## config.mk

```make
export PLATFORM = sky130hd
export DESIGN_NAME = dcc_top
export DESIGN_NICKNAME = d
export VERILOG_FILES = /design/src/design/dcc_pkg.sv /design/src/design/dcc_match_if.sv /design/src/design/dcc_top.sv /design/src/design/dcc_data_cmp.sv
export VERILOG_INCLUDE_DIRS = /design/src /design/src/design
export SDC_FILE = /design/constraint.sdc
export NUM_CORES = 1
export LEC_CHECK = 0
export ABC_AREA = 1
export BUFFER_PORTS_ARGS = -buffer_cell sky130_fd_sc_hd__buf_4
export CELL_PAD_IN_SITES_DETAIL_PLACEMENT = 1
export CELL_PAD_IN_SITES_GLOBAL_PLACEMENT = 1
export CORE_ASPECT_RATIO = 1.4
export CORE_UTILIZATION = 37
export DETAILED_ROUTE_END_ITERATION = 12
export PLACE_DENSITY = 0.95
export SLEW_MARGIN = 30
export SYNTH_ARGS = -nofsm -noshare
export SYNTH_HDL_FRONTEND = slang
export SYNTH_SLANG_ARGS = --single-unit
```

## constraint.sdc

```tcl
create_clock -name sys_clk -period 5.7 [get_ports sys_clk]
set_input_delay 1.14 -clock sys_clk [delete_from_list [all_inputs] [get_ports sys_clk]]
set_output_delay 1.14 -clock sys_clk [all_outputs]
set_load 0.01 [all_outputs]
```

## src/design/dcc_consts.svh

```systemverilog
// offsets, field positions, reset values and masks of the debug counter control block
`ifndef DCC_CONSTS_SVH
`define DCC_CONSTS_SVH
`define DCC_SPR_CTR_CTRL 10'h231
`define DCC_SPR_CMP_EXT 10'h234
`define DCC_SPR_CTR_VALUE 10'h230
`define DCC_CTR_CTRL_RESET 32'h0000_0000
`define DCC_CMP_EXT_RESET 32'h0000_0000
`define DCC_CMP_EXT_MASK 32'h00ff_000a
`define DCC_BIT_C2_FIRST 13
`define DCC_BIT_C2_EN_LO 19
`define DCC_BIT_C2_EN_HI 23
`define DCC_BIT_TRIG_LO 24
`define DCC_BIT_TRIG_HI 29
`define DCC_BIT_C2_TRIG 30
`define DCC_BIT_CONFIG 31
`define DCC_BIT_VC1_INV 1
`define DCC_BIT_VC2_INV 3
`define DCC_XM1_LO 16
`define DCC_XM2_LO 20
`define DCC_XM_MAX 4'hc
`define DCC_MODE_EXACT 2'h0
`define DCC_OWN_CTR_CTRL 0
`define DCC_OWN_CMP_EXT 1
`endif

```

## src/design/dcc_pkg.sv

```systemverilog
// types of the debug counter control block
package dcc_pkg;
   typedef enum logic [1:0] {
      DCC_IDLE = 2'b00,
      DCC_ARMED = 2'b01,
      DCC_RUN = 2'b10
   } dcc_trig_state_t;
   typedef logic [3:0] dcc_mask_t;
endpackage

```

## src/design/dcc_match_if.sv

```systemverilog
// carrier between control block and data compare helper
interface dcc_match_if;
   logic [31:0] addr;
   logic [31:0] cmp1Addr;
   logic [31:0] cmp2Addr;
   logic [3:0] mask1;
   logic [3:0] mask2;
   logic [1:0] pairMode;
   logic valueEq1;
   logic valueEq2;
   logic inv1;
   logic inv2;
   logic addrHit1;
   logic addrHit2;
   logic valueHit1;
   logic valueHit2;
   modport ctrl (output addr, cmp1Addr, cmp2Addr, mask1, mask2, pairMode, valueEq1,
      valueEq2, inv1, inv2, input addrHit1, addrHit2, valueHit1, valueHit2);
   modport cmp (input addr, cmp1Addr, cmp2Addr, mask1, mask2, pairMode, valueEq1,
      valueEq2, inv1, inv2, output addrHit1, addrHit2, valueHit1, valueHit2);
endinterface

```

## src/design/dcc_top.sv

```systemverilog
// debug counter control and data compare extension registers
`include "dcc_consts.svh"

// Overview of operation
// counter 2 counts enabled compare events
// enabled events start counter 1
// counter 2 reaching zero starts counter 1
// config clear: two independent counters
// config set: one 32-bit counter, counter-1 enables
// read/write-only compare setup limits counted accesses
// register writes may still raise counter events
// old value one posts event after load
// freshly written counter not decremented
// disabling write may still post event
// software changes counters only when safe
// value compare invert bits select not-equal
// comparator 1 mask field, reserved codes ignored
// comparator 2 mask field, same encoding
// masks only in exact mode, up to 4K
// extension cleared by power-on, or reset unowned
// owned reset clears software-owned resources only
// trigger freezes counter 1 until event
// control register resets zero, is readable
// enabled counter decrements, signals at zero
module dcc_top (
   input wire logic sys_clk,
   input wire logic rst_n,
   input wire logic porRst_n,
   input wire logic ext_owner_flag,
   input wire logic [1:0] resource_owner_select,
   input wire logic sprWrite,
   input wire logic [9:0] sprNum,
   input wire logic [31:0] sprWrData,
   input wire logic [12:0] ctr1EnLow,
   input wire logic [31:0] ctrLoadValue,
   input wire logic ctrLoad,
   input wire logic ext_dbg_event1,
   input wire logic ext_dbg_event2,
   input wire logic instr_complete_evt,
   input wire logic msr_dbg_allow,
   input wire logic [3:0] instr_addr_match,
   input wire logic dataAccess,
   input wire logic dataIsWrite,
   input wire logic [1:0] dataRdWrSelect1,
   input wire logic [1:0] dataRdWrSelect2,
   input wire logic [31:0] dataAddr,
   input wire logic [31:0] cmp1Addr,
   input wire logic [31:0] cmp2Addr,
   input wire logic [1:0] data_cmp_pair_mode,
   input wire logic valueEq1,
   input wire logic valueEq2,
   input wire logic trigClear,
   output logic [31:0] sprRdData,
   output logic [31:0] debug_counter_value,
   output logic ctr1_zero_evt,
   output logic ctr2_zero_evt,
   output logic ctr1_triggered_flag,
   output logic [1:0] data_value_match
);
   //****************************************
   // registers
   //****************************************
   logic [31:0] ctrlReg_r;
   logic [31:0] extReg_r;
   logic [31:0] count_r;
   dcc_pkg::dcc_trig_state_t trigState_r;
   logic [1:0] dataRdHit;
   logic [1:0] dataWrHit;
   logic [12:0] evtVec;
   logic [12:0] c1Hits;
   logic [10:0] c2Hits;
   logic c1Evt;
   logic c2Evt;
   logic trigEvt;
   logic anyTrig;
   logic c1Run;
   logic wrCtrl;
   logic wrExt;
   logic wrCnt;
   logic wrSprCnt;
   logic c1Gate;
   logic [31:0] count_nxt;
   logic z1;
   logic z2;
   logic z32;
   logic trigFire;
   dcc_match_if mIf ();

   function automatic logic dir_ok(input logic [1:0] sel, input logic isWr);
      // 01 reads only, 10 writes only, else both
      return (sel == 2'b01) ? !isWr : ((sel == 2'b10) ? isWr : 1'b1);
   endfunction

   // counters hold at zero instead of wrapping
   function automatic logic [15:0] dec_sat16(input logic [15:0] v);
      return (v == 16'h0000) ? v : v - 16'h0001;
   endfunction

   //****************************************
   // data compare helper
   //****************************************
   assign mIf.addr = dataAddr;
   assign mIf.cmp1Addr = cmp1Addr;
   assign mIf.cmp2Addr = cmp2Addr;
   assign mIf.mask1 = extReg_r[`DCC_XM1_LO +: 4];
   assign mIf.mask2 = extReg_r[`DCC_XM2_LO +: 4];
   assign mIf.pairMode = data_cmp_pair_mode;
   assign mIf.valueEq1 = valueEq1;
   assign mIf.valueEq2 = valueEq2;
   assign mIf.inv1 = extReg_r[`DCC_BIT_VC1_INV];
   assign mIf.inv2 = extReg_r[`DCC_BIT_VC2_INV];
   dcc_data_cmp uCmp (
      .m(mIf.cmp)
   );

   //****************************************
   // event sources
   //****************************************
   always_comb begin
      dataRdHit[0] = dataAccess && mIf.addrHit1 && !dataIsWrite
         && dir_ok(dataRdWrSelect1, dataIsWrite);
      dataWrHit[0] = dataAccess && mIf.addrHit1 && dataIsWrite
         && dir_ok(dataRdWrSelect1, dataIsWrite);
      dataRdHit[1] = dataAccess && mIf.addrHit2 && !dataIsWrite
         && dir_ok(dataRdWrSelect2, dataIsWrite);
      dataWrHit[1] = dataAccess && mIf.addrHit2 && dataIsWrite
         && dir_ok(dataRdWrSelect2, dataIsWrite);
   end

   // event order matches counter-1 enable bits 0..12 (irpt/ret unused here)
   assign evtVec = {2'b00, dataWrHit[1], dataRdHit[1], dataWrHit[0], dataRdHit[0],
      instr_addr_match, instr_complete_evt && msr_dbg_allow, ext_dbg_event2, ext_dbg_event1};
   assign c1Hits = evtVec & ctr1EnLow;
   assign c2Hits = evtVec[10:0] & ctrlReg_r[`DCC_BIT_C2_FIRST +: 11];
   assign c1Evt = |c1Hits;
   assign c2Evt = |c2Hits && !ctrlReg_r[`DCC_BIT_CONFIG];

   assign anyTrig = |ctrlReg_r[`DCC_BIT_C2_TRIG:`DCC_BIT_TRIG_LO];
   assign z2 = (count_r[31:16] == 16'h0001) && c2Evt;
   assign trigEvt = |({dataWrHit[0], dataRdHit[0], instr_addr_match[2], instr_addr_match[0],
      ext_dbg_event2, ext_dbg_event1} & ctrlReg_r[`DCC_BIT_TRIG_HI:`DCC_BIT_TRIG_LO])
      || (ctrlReg_r[`DCC_BIT_C2_TRIG] && z2);
   assign c1Run = !anyTrig || (trigState_r == dcc_pkg::DCC_RUN);
   assign trigFire = anyTrig && (trigState_r == dcc_pkg::DCC_ARMED) && trigEvt;

   assign wrCtrl = sprWrite && (sprNum == `DCC_SPR_CTR_CTRL);
   assign wrExt = sprWrite && (sprNum == `DCC_SPR_CMP_EXT);
   assign wrSprCnt = sprWrite && (sprNum == `DCC_SPR_CTR_VALUE);
   assign wrCnt = wrSprCnt || ctrLoad;

   //****************************************
   // counter-1 gate
   //****************************************
   // a trigger lets its own event count
   assign c1Gate = (c1Run || trigFire) && c1Evt;

   // zero detection uses the old value even during a write
   assign z1 = c1Gate && !ctrlReg_r[`DCC_BIT_CONFIG]
      && (count_r[15:0] == 16'h0001);
   assign z32 = c1Gate && ctrlReg_r[`DCC_BIT_CONFIG]
      && (count_r == 32'h0000_0001);

   //****************************************
   // counter
   //****************************************
   always_comb begin
      count_nxt = count_r;
      if (ctrlReg_r[`DCC_BIT_CONFIG]) begin
         if (c1Gate && count_r != 32'h0000_0000) begin
            count_nxt = count_r - 32'h0000_0001;
         end
      end else begin
         if (c1Gate) begin
            count_nxt[15:0] = dec_sat16(count_r[15:0]);
         end
         if (c2Evt) begin
            count_nxt[31:16] = dec_sat16(count_r[31:16]);
         end
      end
   end

   // a written value replaces the decrement of the same edge
   always_ff @(posedge sys_clk) begin
      if (!porRst_n || !rst_n) begin
         count_r <= 32'h0000_0000;
      end else if (wrCnt) begin
         count_r <= wrSprCnt ? sprWrData : ctrLoadValue;
      end else begin
         count_r <= count_nxt;
      end
   end

   //****************************************
   // control registers and owned reset
   //****************************************
   always_ff @(posedge sys_clk) begin
      if (!porRst_n) begin
         ctrlReg_r <= `DCC_CTR_CTRL_RESET;
      end else if (!rst_n && (!ext_owner_flag
            || resource_owner_select[`DCC_OWN_CTR_CTRL])) begin
         ctrlReg_r <= `DCC_CTR_CTRL_RESET;
      end else if (rst_n && wrCtrl) begin
         ctrlReg_r <= sprWrData;
      end
   end

   always_ff @(posedge sys_clk) begin
      if (!porRst_n) begin
         extReg_r <= `DCC_CMP_EXT_RESET;
      end else if (!rst_n && (!ext_owner_flag
            || resource_owner_select[`DCC_OWN_CMP_EXT])) begin
         extReg_r <= `DCC_CMP_EXT_RESET;
      end else if (rst_n && wrExt) begin
         extReg_r <= sprWrData & `DCC_CMP_EXT_MASK;
      end
   end

   //****************************************
   // trigger state
   //****************************************
   always_ff @(posedge sys_clk) begin
      if (!porRst_n || !rst_n) begin
         trigState_r <= dcc_pkg::DCC_IDLE;
      end else begin
         unique case (trigState_r)
            dcc_pkg::DCC_IDLE: begin
               if (anyTrig) begin
                  trigState_r <= dcc_pkg::DCC_ARMED;
               end
            end
            dcc_pkg::DCC_ARMED: begin
               if (!anyTrig) begin
                  trigState_r <= dcc_pkg::DCC_IDLE;
               end else if (trigEvt) begin
                  trigState_r <= dcc_pkg::DCC_RUN;
               end
            end
            dcc_pkg::DCC_RUN: begin
               if (!anyTrig) begin
                  trigState_r <= dcc_pkg::DCC_IDLE;
               end else if (trigClear) begin
                  trigState_r <= dcc_pkg::DCC_ARMED;
               end
            end
            default: begin
               trigState_r <= dcc_pkg::DCC_IDLE;
            end
         endcase
      end
   end

   //****************************************
   // outputs
   //****************************************
   always_ff @(posedge sys_clk) begin
      if (!porRst_n || !rst_n) begin
         ctr1_triggered_flag <= 1'b0;
      end else if (trigFire) begin
         ctr1_triggered_flag <= 1'b1;
      end else if (trigClear) begin
         ctr1_triggered_flag <= 1'b0;
      end
   end

   always_ff @(posedge sys_clk) begin
      if (!porRst_n || !rst_n) begin
         ctr1_zero_evt <= 1'b0;
         ctr2_zero_evt <= 1'b0;
      end else begin
         ctr1_zero_evt <= z1 || z32;
         ctr2_zero_evt <= z2;
      end
   end

   always_ff @(posedge sys_clk) begin
      if (!porRst_n || !rst_n) begin
         data_value_match <= 2'b00;
      end else begin
         data_value_match <= {mIf.valueHit2, mIf.valueHit1};
      end
   end

   // mirrors the value that the counter takes at this edge
   always_ff @(posedge sys_clk) begin
      if (!porRst_n || !rst_n) begin
         debug_counter_value <= 32'h0000_0000;
      end else if (wrCnt) begin
         debug_counter_value <= wrSprCnt ? sprWrData : ctrLoadValue;
      end else begin
         debug_counter_value <= count_nxt;
      end
   end

   always_ff @(posedge sys_clk) begin
      if (!porRst_n || !rst_n) begin
         sprRdData <= 32'h0000_0000;
      end else if (sprNum == `DCC_SPR_CTR_CTRL) begin
         sprRdData <= ctrlReg_r;
      end else if (sprNum == `DCC_SPR_CMP_EXT) begin
         sprRdData <= extReg_r;
      end else if (sprNum == `DCC_SPR_CTR_VALUE) begin
         sprRdData <= count_r;
      end else begin
         sprRdData <= 32'h0000_0000;
      end
   end
endmodule

```

## src/design/dcc_data_cmp.sv

```systemverilog
// data compare helper: masked address compare and value compare polarity
`include "dcc_consts.svh"
module dcc_data_cmp (
   dcc_match_if.cmp m
);
   //****************************************
   // masked address compare
   //****************************************
   function automatic logic [31:0] low_mask(input dcc_pkg::dcc_mask_t xm);
      logic [31:0] mk;
      mk = 32'h0000_0000;
      if (xm <= `DCC_XM_MAX) begin
         mk = (32'h0000_0001 << xm) - 32'h0000_0001;
      end
      return mk;
   endfunction

   logic exact;
   logic [31:0] mk1;
   logic [31:0] mk2;
   assign exact = (m.pairMode == `DCC_MODE_EXACT);
   assign mk1 = exact ? low_mask(m.mask1) : 32'h0000_0000;
   assign mk2 = exact ? low_mask(m.mask2) : 32'h0000_0000;
   assign m.addrHit1 = ((m.addr ^ m.cmp1Addr) & ~mk1) == 32'h0000_0000;
   assign m.addrHit2 = ((m.addr ^ m.cmp2Addr) & ~mk2) == 32'h0000_0000;
   assign m.valueHit1 = m.valueEq1 ^ m.inv1;
   assign m.valueHit2 = m.valueEq2 ^ m.inv2;
endmodule

```

# Word level (Yosys, flattened, before mapping)
# Index checks and enable logic that the tools add are counted.
[word_totals] register_bits=113 mem_bits_rw=0 rom_bits=0 n_memories=0 latchBits=0
[op_classes] magnitude_cmp=2 n_div=0 muxes=27 n_bitwise=12 multipliers=0 n_eq_ne=18 shifts=2 addsub=5 reduce_logical=62
[ops] cell="32-bit 2-to-1 mux" n=11
[ops] cell="32-bit by 1-bit subtractor with 32-bit output, second input constant" n=3
[ops] cell="32-bit bitwise AND" n=2
[ops] cell="32-bit logical NOT" n=2
[ops] cell="16-bit 2-to-1 mux" n=4
[ops] cell="32-bit NOT" n=2
[ops] cell="1-bit by 4-bit << shifter with 32-bit output, first input constant" n=2
[ops] cell="32-bit bitwise XOR" n=2
[ops] cell="16-bit by 1-bit equality test with 1-bit output, second input constant" n=2
[ops] cell="32-bit by 1-bit equality test with 1-bit output, second input constant" n=1
[ops] cell="16-bit logical NOT" n=2
[ops] cell="32-bit nonzero test" n=1
[ops] cell="16-bit by 1-bit subtractor with 16-bit output, second input constant" n=2
[ops] cell="10-bit equality test, second input constant" n=3
[ops] cell="1-bit logical AND" n=29
[ops] cell="11-bit by 13-bit bitwise AND with 13-bit output" n=1
[ops] cell="13-bit OR reduction" n=1
[ops] cell="3-bit inequality test, second input constant" n=4
[ops] cell="11-bit bitwise AND" n=1
[ops] cell="11-bit OR reduction" n=1
[ops] cell="2-bit 2-to-1 mux" n=5
[ops] cell="3-bit AND reduction" n=3
[ops] cell="4-bit <= comparator, second input constant" n=2
[ops] cell="1-bit logical OR" n=8
[ops] cell="other kinds (16)" n=34

# Longest topological paths before layout
# Gate-level depths: netlist of the first run.
[depth] word_depth=23 ltp_mapped=29

# Cells and area by module
# Synthesis of the first run repeated with hierarchy kept, for this count alone.
[unflattened] cells_unflattened=1302 area_unflattened_um2=7942.6
[by_module_without_submodules] module="dcc_top" area_per_inst_um2=6153.4 n_inst=1 cells_per_inst=946 seq_area_each_um2=2262.2
[by_module_without_submodules] module="dcc_data_cmp" area_per_inst_um2=1789.2 n_inst=1 cells_per_inst=356 seq_area_each_um2=0.0

# Least setup slack after synthesis of the first run
# No wires, ideal clock.
[synth_timing] path_type="input-to-reg" from="in data_cmp_pair_mode[1]" to="reg debug_counter_value[16]" setup_time_ps=113 stages=23 arrival_ps=3142 required_time_ps=5587 path_slack_ps=2445 cell_sequence="nor2_2 -> buf_4 -> nand2_1 -> o21ai_0 -> nand3_1 -> nor2_1 -> nand3_1 -> nor2_2 -> nand3b_2 -> nor2_2 -> nor2_1 -> nand2_1 -> nand3_2 -> nand2_2 -> nand2_2 -> nand2_2 -> nand3_2 -> nand2_4 -> buf_12 -> buf_8 -> nand3_1 -> nand2_1 -> nor2_1"
[synth_between] elab_chain_len=20 elab_cells_between_ends=36 classes_between="eq/ne: 1; mux: 2; bitwise: 7; reduce/logical: 26"
[synth_lines] element="start: declaration" line_no="dcc_top.sv:49" source="input wire logic [1:0] data_cmp_pair_mode,"
[synth_lines] element="2-bit logical NOT (no source line) *"
[synth_lines] element="32-bit 2-to-1 mux (on tied branches)" line_no="dcc_data_cmp.sv:22, dcc_data_cmp.sv:23"
[synth_lines] element="32-bit NOT (on tied branches)" line_no="dcc_data_cmp.sv:24, dcc_data_cmp.sv:25"
[synth_lines] element="32-bit bitwise AND (on tied branches)" line_no="dcc_data_cmp.sv:24, dcc_data_cmp.sv:25"
[synth_lines] element="32-bit logical NOT (on tied branches)" line_no="dcc_data_cmp.sv:24, dcc_data_cmp.sv:25"
[synth_lines] element="1-bit logical AND (on tied branches) (3 in a row)"
[synth_lines] element="11-bit bitwise AND" line_no="dcc_top.sv:134" source="assign c2Hits = evtVec[10:0] & ctrlReg_r[`DCC_BIT_C2_FIRST +: 11];"
[synth_lines] element="11-bit OR reduction" line_no="dcc_top.sv:136" source="assign c2Evt = |c2Hits && !ctrlReg_r[`DCC_BIT_CONFIG];"
[synth_lines] element="[... 2 more ...]"
[synth_lines] element="1-bit logical AND" line_no="dcc_top.sv:142" source="|| (ctrlReg_r[`DCC_BIT_C2_TRIG] && z2);"
[synth_lines] element="1-bit logical OR" line_no="dcc_top.sv:140" source="assign trigEvt = |({dataWrHit[0], dataRdHit[0], instr_addr_match[2], instr_addr_match[0],"
[synth_lines] element="1-bit logical AND" line_no="dcc_top.sv:144" source="assign trigFire = anyTrig && (trigState_r == dcc_pkg::DCC_ARMED) && trigEvt;"
[synth_lines] element="1-bit logical OR" line_no="dcc_top.sv:155" source="assign c1Gate = (c1Run || trigFire) && c1Evt;"
[synth_lines] element="1-bit logical AND" line_no="dcc_top.sv:155"
[synth_lines] element="1-bit logical AND" line_no="dcc_top.sv:169" source="if (c1Gate && count_r != 32'h0000_0000) begin"
[synth_lines] element="3-bit by 1-bit inequality test with 1-bit output (no source line)"
[synth_lines] element="3-bit AND reduction (no source line) *"
[synth_lines] element="end signal: assignment" line_no="dcc_top.sv:288" source="debug_counter_value <= wrSprCnt ? sprWrData : ctrLoadValue;"
[synth_lines] element="end signal: assignment" line_no="dcc_top.sv:290" source="debug_counter_value <= count_nxt;"
[synth_lines] element="end: declaration" line_no="dcc_top.sv:54" source="output logic [31:0] debug_counter_value,"
# Every way passes the cells marked *; elsewhere a longest branch is shown, timed or not.
# A chain may end at the register's enable or synchronous reset.

# Worst setup path after layout of the first run
[layout_timing] from="in data_cmp_pair_mode[1]" to="reg debug_counter_value[27]"
# Same word-level chain as after synthesis.

==> results of run 1 <==
worst max path at each step:
stage | end | from | slack, ps
floorplan | debug_counter_value[16]$_SDFFE_PP0P_ | data_cmp_pair_mode[1] | 2450
global placement | debug_counter_value[23]$_SDFFE_PP0P_ | data_cmp_pair_mode[1] | 1390
detailed placement | debug_counter_value[25]$_SDFFE_PP0P_ | data_cmp_pair_mode[1] | 1260
CTS | debug_counter_value[27]$_SDFFE_PP0P_ | data_cmp_pair_mode[1] | 1640
global route | debug_counter_value[25]$_SDFFE_PP0P_ | data_cmp_pair_mode[1] | 1320
finish | debug_counter_value[27]$_SDFFE_PP0P_ | data_cmp_pair_mode[1] | 1570
kinds of logic after synthesis:
kind of cell | Yosys count | share of synthesized area
buffers and inverters | 217 | 0.120
AND/OR/NAND/NOR | 692 | 0.376
adder cells (fa/ha/maj) | 8 | 0.0126
XOR/XNOR | 41 | 0.0451
flip-flops | 113 | 0.284
AO/OA/AOI/OAI | 211 | 0.163
worst max-delay path, cell delays in order:
cell and delay, ps:
buf_4 110, nor2_2 110, buf_4 210, inv_1 110, nor2_2 230, nand2_1 90, nand2_1 80, nand2_1 50
nor2_1 120, nand3_1 110, nor2_2 180, nand3b_2 110, nor2_2 100, nor2_1 70, nand2_1 140, nand3_2 110
nand2_2 90, nand2_2 70, nand2_2 110, nand3_2 90, nand2_4 530, nand2_4 180, nand2_1 110, nand2_1 60
nor2_1 120
layout make-up:
cell class                 instances  share of cell area
multi-input combinational        952               0.443
sequential                       113               0.211
timing repair buffer             286               0.200
inverter                         164              0.0576
clock buffer                      22              0.0433
tap                              260              0.0303
clock inverter                     9              0.0146
per-layer routing:
metal,part of all wire,wire length (microns),GRT usage
met5,0,0,0
met2,0.50,19000,0.622
met1,0.34,13000,0.337
met3,0.083,3170,0.0722
met4,0.078,2990,0.264
state kept, by name (all words and copies together) (netlist names):
signal / cells
sprRdData: 32
debug_counter_value: 32
ctr1_zero_evt: 1
ctr1_triggered_flag: 1
data_value_match: 2
trigState_r: 2
ctrlReg_r: 32
extReg_r: 10
ctr2_zero_evt: 1
per-stage QoR:
| step | cell area [sq um] | total power [mW] | instances |
|---|---|---|---|
| after floorplan | 7960 | 1.15 | 1282 |
| after global placement | 10100 | 1.39 | 1775 |
| after detailed placement | 10100 | 1.41 | 1775 |
| after CTS | 10700 | 2.58 | 1806 |
| after global routing | 10700 | 2.67 | 1806 |
| final | 10700 | 2.59 | 1806 |
placed cells by master (no fill, tap or decap), drive strengths merged, types with 2 or more instances in the layout:
| cell type | n |
|---|---|
| nand2 | 308 |
| nand4 | 14 |
| o211ai | 12 |
| or2 | 7 |
| nand3 | 110 |
| nor4 | 4 |
| bufinv | 4 |
| buf | 286 |
| a221oi | 3 |
| xor2 | 31 |
| nor3b | 2 |
| ha | 8 |
| and3 | 2 |
| a211oi | 28 |
| o221a | 2 |
| o21ai | 49 |
| nand3b | 6 |
| nor3 | 25 |
| inv | 161 |
| dfxtp | 113 |
| o221ai | 11 |
| a31oi | 15 |
| a21oi | 84 |
| clkinvlp | 3 |
| clkbuf | 22 |
| clkinv | 5 |
| nor2 | 213 |
| xnor2 | 10 |
where the power goes:
group          switching [mW]  total (mW)  leakage [nW]  internal [mW]
Sequential             0.0366       0.844         0.914          0.807
Combinational           0.341       0.588          4.10          0.246
Clock                   0.410        1.16         0.292          0.752
==> impl_metrics.yaml, run 1 <==
run_status:
  status: "complete, no violations"
worst_setup_path:
  worstReg2RegEnd: "debug_counter_value[27]$_SDFFE_PP0P_"
  path_max_fanout: 57
  r2r_start: "extReg_r[23]$_SDFFE_PP0P_"
  cp_data_required_time_ps: 6060
  worstRegToRegCells: 26
  critPathCaptureType: "register"
  start_kind: "input port"
  crit_arrival_ps: 4480
  crit_type: "input port to register"
  r2r_slack_ps: 1780
synthesis:
  synth_ff_type: "dfxtp_1"
  synthDistinctLibCells: 53
  yosysSeqAreaShare: 0.284
  synth_nets: 1500
  yosys-top-cells-area: "dfxtp_1 (28%), nand2_1 (14%), nor2_1 (9.3%), inv_1 (7.3%), nand3_1 (6.7%)"
  syn-cell-area_sq_mm: 0.00796
  syn_area_per_cell_sq_um: 6.21
  synth_common_cells: "nand2_1 (294), nor2_1 (198), inv_1 (154)"
  synth.most_common_cell: "nand2_1"
  yosysTopAreaCellShare: 0.284
  ys_ff_latch: 113
  netlist.top_cell.by_area: "dfxtp_1"
  async_flop_share: 0
  synth_edf_count: 0
  syn_inst: 1282
  ys_warn_count: 0
clock_network:
  htree_levels: 4
  clock-sinks: 113
  post_cts_buffers: 0
  cts_buffers: 17
  clkTransAtPathRegs_ps: 60
  cts_max_path_buffers: 2
  tritoncts: "yes"
  insertion_delay_ps: 430
  cts-resized-gates: 0
  cts_hold_buf: 0
  cts-root-buf: "clkbuf_16"
pwr:
  power.density_mw_per_mm2: 242
  vdd_drop_max_uv: 237
  p_leak_nw: 5.31
drt:
  viasPerCell: 5.74
  wl_microns: 38200
  route.antenna.remaining_nets: 0
  wl_per_cell_microns: 21.1
  vias: 10400
  drc_errors: 0
  drt_iter0_markers: 721
  firstDrtPassIters: 5
floorplanning:
  start_util: 0.377
  fp.dieH_microns: 176
  io_pins: 279
  fp.dieW_microns: 126
  fp.coreArea_sq_mm: 0.0211
  fp-row-count: 63
  die_area_sq_mm: 0.0221
sta:
  hold_viol_final: 0
  fin_crit_ps: 4130
  max_slew_margin: 0.371
  setup_slack_ps: 1570
  fin_tns_setup_ps: 0
  tightest_slew_ps: 942
  rsz0062_at_grt: "false"
  fin_crit_sh: 0.724
  max_freq_mhz: 242
  setup_violations: 0
  fin_skew_ps: 14.0
  hold_ws_ps: 484
  drv_slew: 0
hold_path:
  hp-class: "register to register"
  whs_path_depth: 2
  holdPathEnd: "sprRdData[6]$_SDFF_PP0_"
  holdCritStartpoint: "ctrlReg_r[6]$_SDFFE_PP0P_"
placement:
  dp_hpwl_microns: 27500
  globalplace.congestion: 0.931
  place_ws_ps: 1260
  place.port_buffers: 276
layout:
  drive_above_1_share: 0.244
  utilization: 0.508
  areaGrowthSynthToFinish_pct: 34.8
  final-seq-area_sq_mm: 0.00226
  diodes: 0
  fillers: 2859
  multi_input_area_sq_mm: 0.00476
  nNetsFinal: 1752
grt:
  grt_util_all_layers: 0.342
  grt_first_pass_wirelength_microns: 58000
  grt_max_degree: 58
  antenna_found_initial: 0
  gr-total-overflow: 0
  grt_pass1_vias: 10800
run:
  drv_cap: 0
No activity file was read; power rests on OpenSTA's default activity.
==> run 2: changes to the inputs <==
--- a/config.mk
+++ b/config.mk
@@ -11,9 +11,9 @@
 export CELL_PAD_IN_SITES_DETAIL_PLACEMENT = 1
 export CELL_PAD_IN_SITES_GLOBAL_PLACEMENT = 1
 export CORE_ASPECT_RATIO = 1.4
-export CORE_UTILIZATION = 37
+export CORE_UTILIZATION = 31
 export DETAILED_ROUTE_END_ITERATION = 12
-export PLACE_DENSITY = 0.95
+export PLACE_DENSITY = 0.87
 export SLEW_MARGIN = 30
 export SYNTH_ARGS = -nofsm -noshare
 export SYNTH_HDL_FRONTEND = slang
==> constraint.sdc (replaced) <==
create_clock -name sys_clk -period 3.5 [get_ports sys_clk]
set_input_delay 0.7 -clock sys_clk [delete_from_list [all_inputs] [get_ports sys_clk]]
set_output_delay 0.7 -clock sys_clk [all_outputs]
set_load 0.01 [all_outputs]
==> run 2 against run 1 <==
Combinational power up 61%. Die area up 19%. First-iteration DRC count down 27%. Count of clock-buffer cells in the layout unchanged. Register-to-register slack worse by 1600 ps. Largest cell class unchanged. Critical endpoint is now debug_counter_value[4]$_SDFFE_PP0P_. Largest power group unchanged. Worst hold slack worse by 20 ps. Via count down 3.5%.
==> impl_metrics.yaml, run 2 (synthesized netlist as in run 1, its figures left out) <==
grt:
  grt_util_all_layers: 0.278
  gr-total-overflow: 0
  grt_max_degree: 44
  antenna_found_initial: 0
  grt_pass1_vias: 10200
  grt_first_pass_wirelength_microns: 54400
layout:
  final_common_cell: "buf_4"
  nNetsFinal: 1778
  design_area_sq_mm: 0.0111
  layout_common_cells: "buf_4 (304), nand2_1 (294), nor2_1 (195)"
  diodes: 0
  fillers: 3317
  multi_input_area_sq_mm: 0.00479
  reg_top3: "ctrlReg_r x32, debug_counter_value x32, sprRdData x32"
  final-seq-area_sq_mm: 0.00228
  drive_above_1_share: 0.266
  areaGrowthSynthToFinish_pct: 39.8
floorplanning:
  die_area_sq_mm: 0.0263
  fp.coreArea_sq_mm: 0.0253
  fp.dieW_microns: 137
  io_pins: 279
  start_util: 0.315
  fp-row-count: 69
  fp.dieH_microns: 192
pwr:
  total_power_mw: 4.13
  vdd_drop_max_uv: 364
  power.density_mw_per_mm2: 371
  p_leak_nw: 5.47
sta:
  max_freq_mhz: 305
  fin_crit_ps: 3280
  setup_violations: 0
  max_slew_margin: 0.415
  drv_slew: 0
  hold_viol_final: 0
  fin_skew_ps: 7.16
  fin_crit_sh: 0.938
  tightest_slew_ps: 876
worst_setup_path:
  crit_top_cell: "nand2_1"
  path_max_fanout: 14
  critPathCaptureType: "register"
  crit_arrival_ps: 3620
  cp_data_required_time_ps: 3830
  start_kind: "register"
  critPathSlowestCell: "dfxtp_1"
  crit_type: "register to register"
  worstPathCellList: "inv_2, nor3_2, inv_1, ha_1, inv_1, nand2_1, nand2_1, nand2_1, nor2_1, nand4_1, nor2_2, and2_4, nand3_1, and3_4, nand2_2, nand2_2, nand2_2, nand3_2, nand2_4, buf_4, nand3_1, nand2_1, nor2_1"
  cpPeakStageDelay_ps: 420
clock_network:
  insertion_delay_ps: 440
  htree_levels: 4
  tritoncts: "yes"
  cts-root-buf: "clkbuf_16"
  clock-sinks: 113
  cts_max_path_buffers: 2
  cts_buffers: 17
  clkTransAtPathRegs_ps: 60
drt:
  firstDrtPassIters: 6
  viasPerCell: 5.29
  route.antenna.remaining_nets: 0
  vias: 10000
  drc_errors: 0
  wl_microns: 36900
  drt_iter0_markers: 527
  wl_per_cell_microns: 19.5
run:
  drv_cap: 0
hold_path:
  hp-class: "register to register"
placement:
  placed_area_sq_mm: 0.0104
  place.port_buffers: 276
  globalplace.congestion: 0.904
  dp_hpwl_microns: 28400
run_status:
  status: "complete, no violations"
[run 2: cell count changes in the layout (fill, tap and decap cells not counted), moves of 5 or more]
cell / previous run / this run
buf_12: 0 / 6
buf_4: 286 / 304
dfxtp_1: 113 / 106
dfxtp_2: 0 / 5
[run 2: power breakdown]
group          switching, mW  internal [mW]  leakage (nW)  total, mW
logic                  0.525          0.424          4.26      0.949
clock network          0.647           1.17         0.288       1.82
registers             0.0544           1.31         0.919       1.37
[run 2: per-stage QoR]
stage	hold slack (ps)	TNS, ps	util	std cells	worst slack (ps)
3_5_place_dp	455	0	0.412	1855	35.6
4_1_cts	465	0	0.436	1886	18.5
6_report	464	0	0.440	1891	217
3_3_place_gp	449	0	0.412	1855	91.9
2_1_floorplan	440	0	-	1282	650
5_1_grt	483	-186	0.440	1891	-33.1
[run 2: what timing repair did]
action                     in CTS  in global routing
resized for setup               0                 22
setup endpoints to repair       0                 32
hold buffers                    0                  0
setup buffers                   0                  4
[run 2: final cells by class]
type,count,area share
clock buffers,22,0.0426
inverters,164,0.0558
well taps,319,0.0359
flip-flops and latches,113,0.204
multi-input cells,952,0.430
repair buffers,312,0.219
clock inverters,9,0.0118
[run 2: metal layers]
layer / share of wire / global-route usage / vias up
met1: 0.34 / 0.269 / 4682
met2: 0.51 / 0.508 / 456
met5: 0 / 0 / -
met3: 0.078 / 0.0662 / 145
li1: - / - / 4718
met4: 0.067 / 0.195 / 0
[run 2: critical path, delay by kind of cell (launching register included)]
family | cells | cell delay, ps
fa+ha+maj | 1 | 290
buf+inv | 4 | 450
flops | 1 | 420
simple gates | 18 | 2020
[run 2: final timing paths]
check                        startpoint                             endpoint  slack (ps)  cells past startpoint
min reg2reg  ctrlReg_r[25]$_SDFFE_PP0P_             sprRdData[25]$_SDFF_PP0_         460                      2
max reg2reg   extReg_r[16]$_SDFFE_PP0P_  debug_counter_value[4]$_SDFFE_PP0P_         220                     23
min          ctrlReg_r[25]$_SDFFE_PP0P_             sprRdData[25]$_SDFF_PP0_         460                      2
max           extReg_r[16]$_SDFFE_PP0P_  debug_counter_value[4]$_SDFFE_PP0P_         220                     23
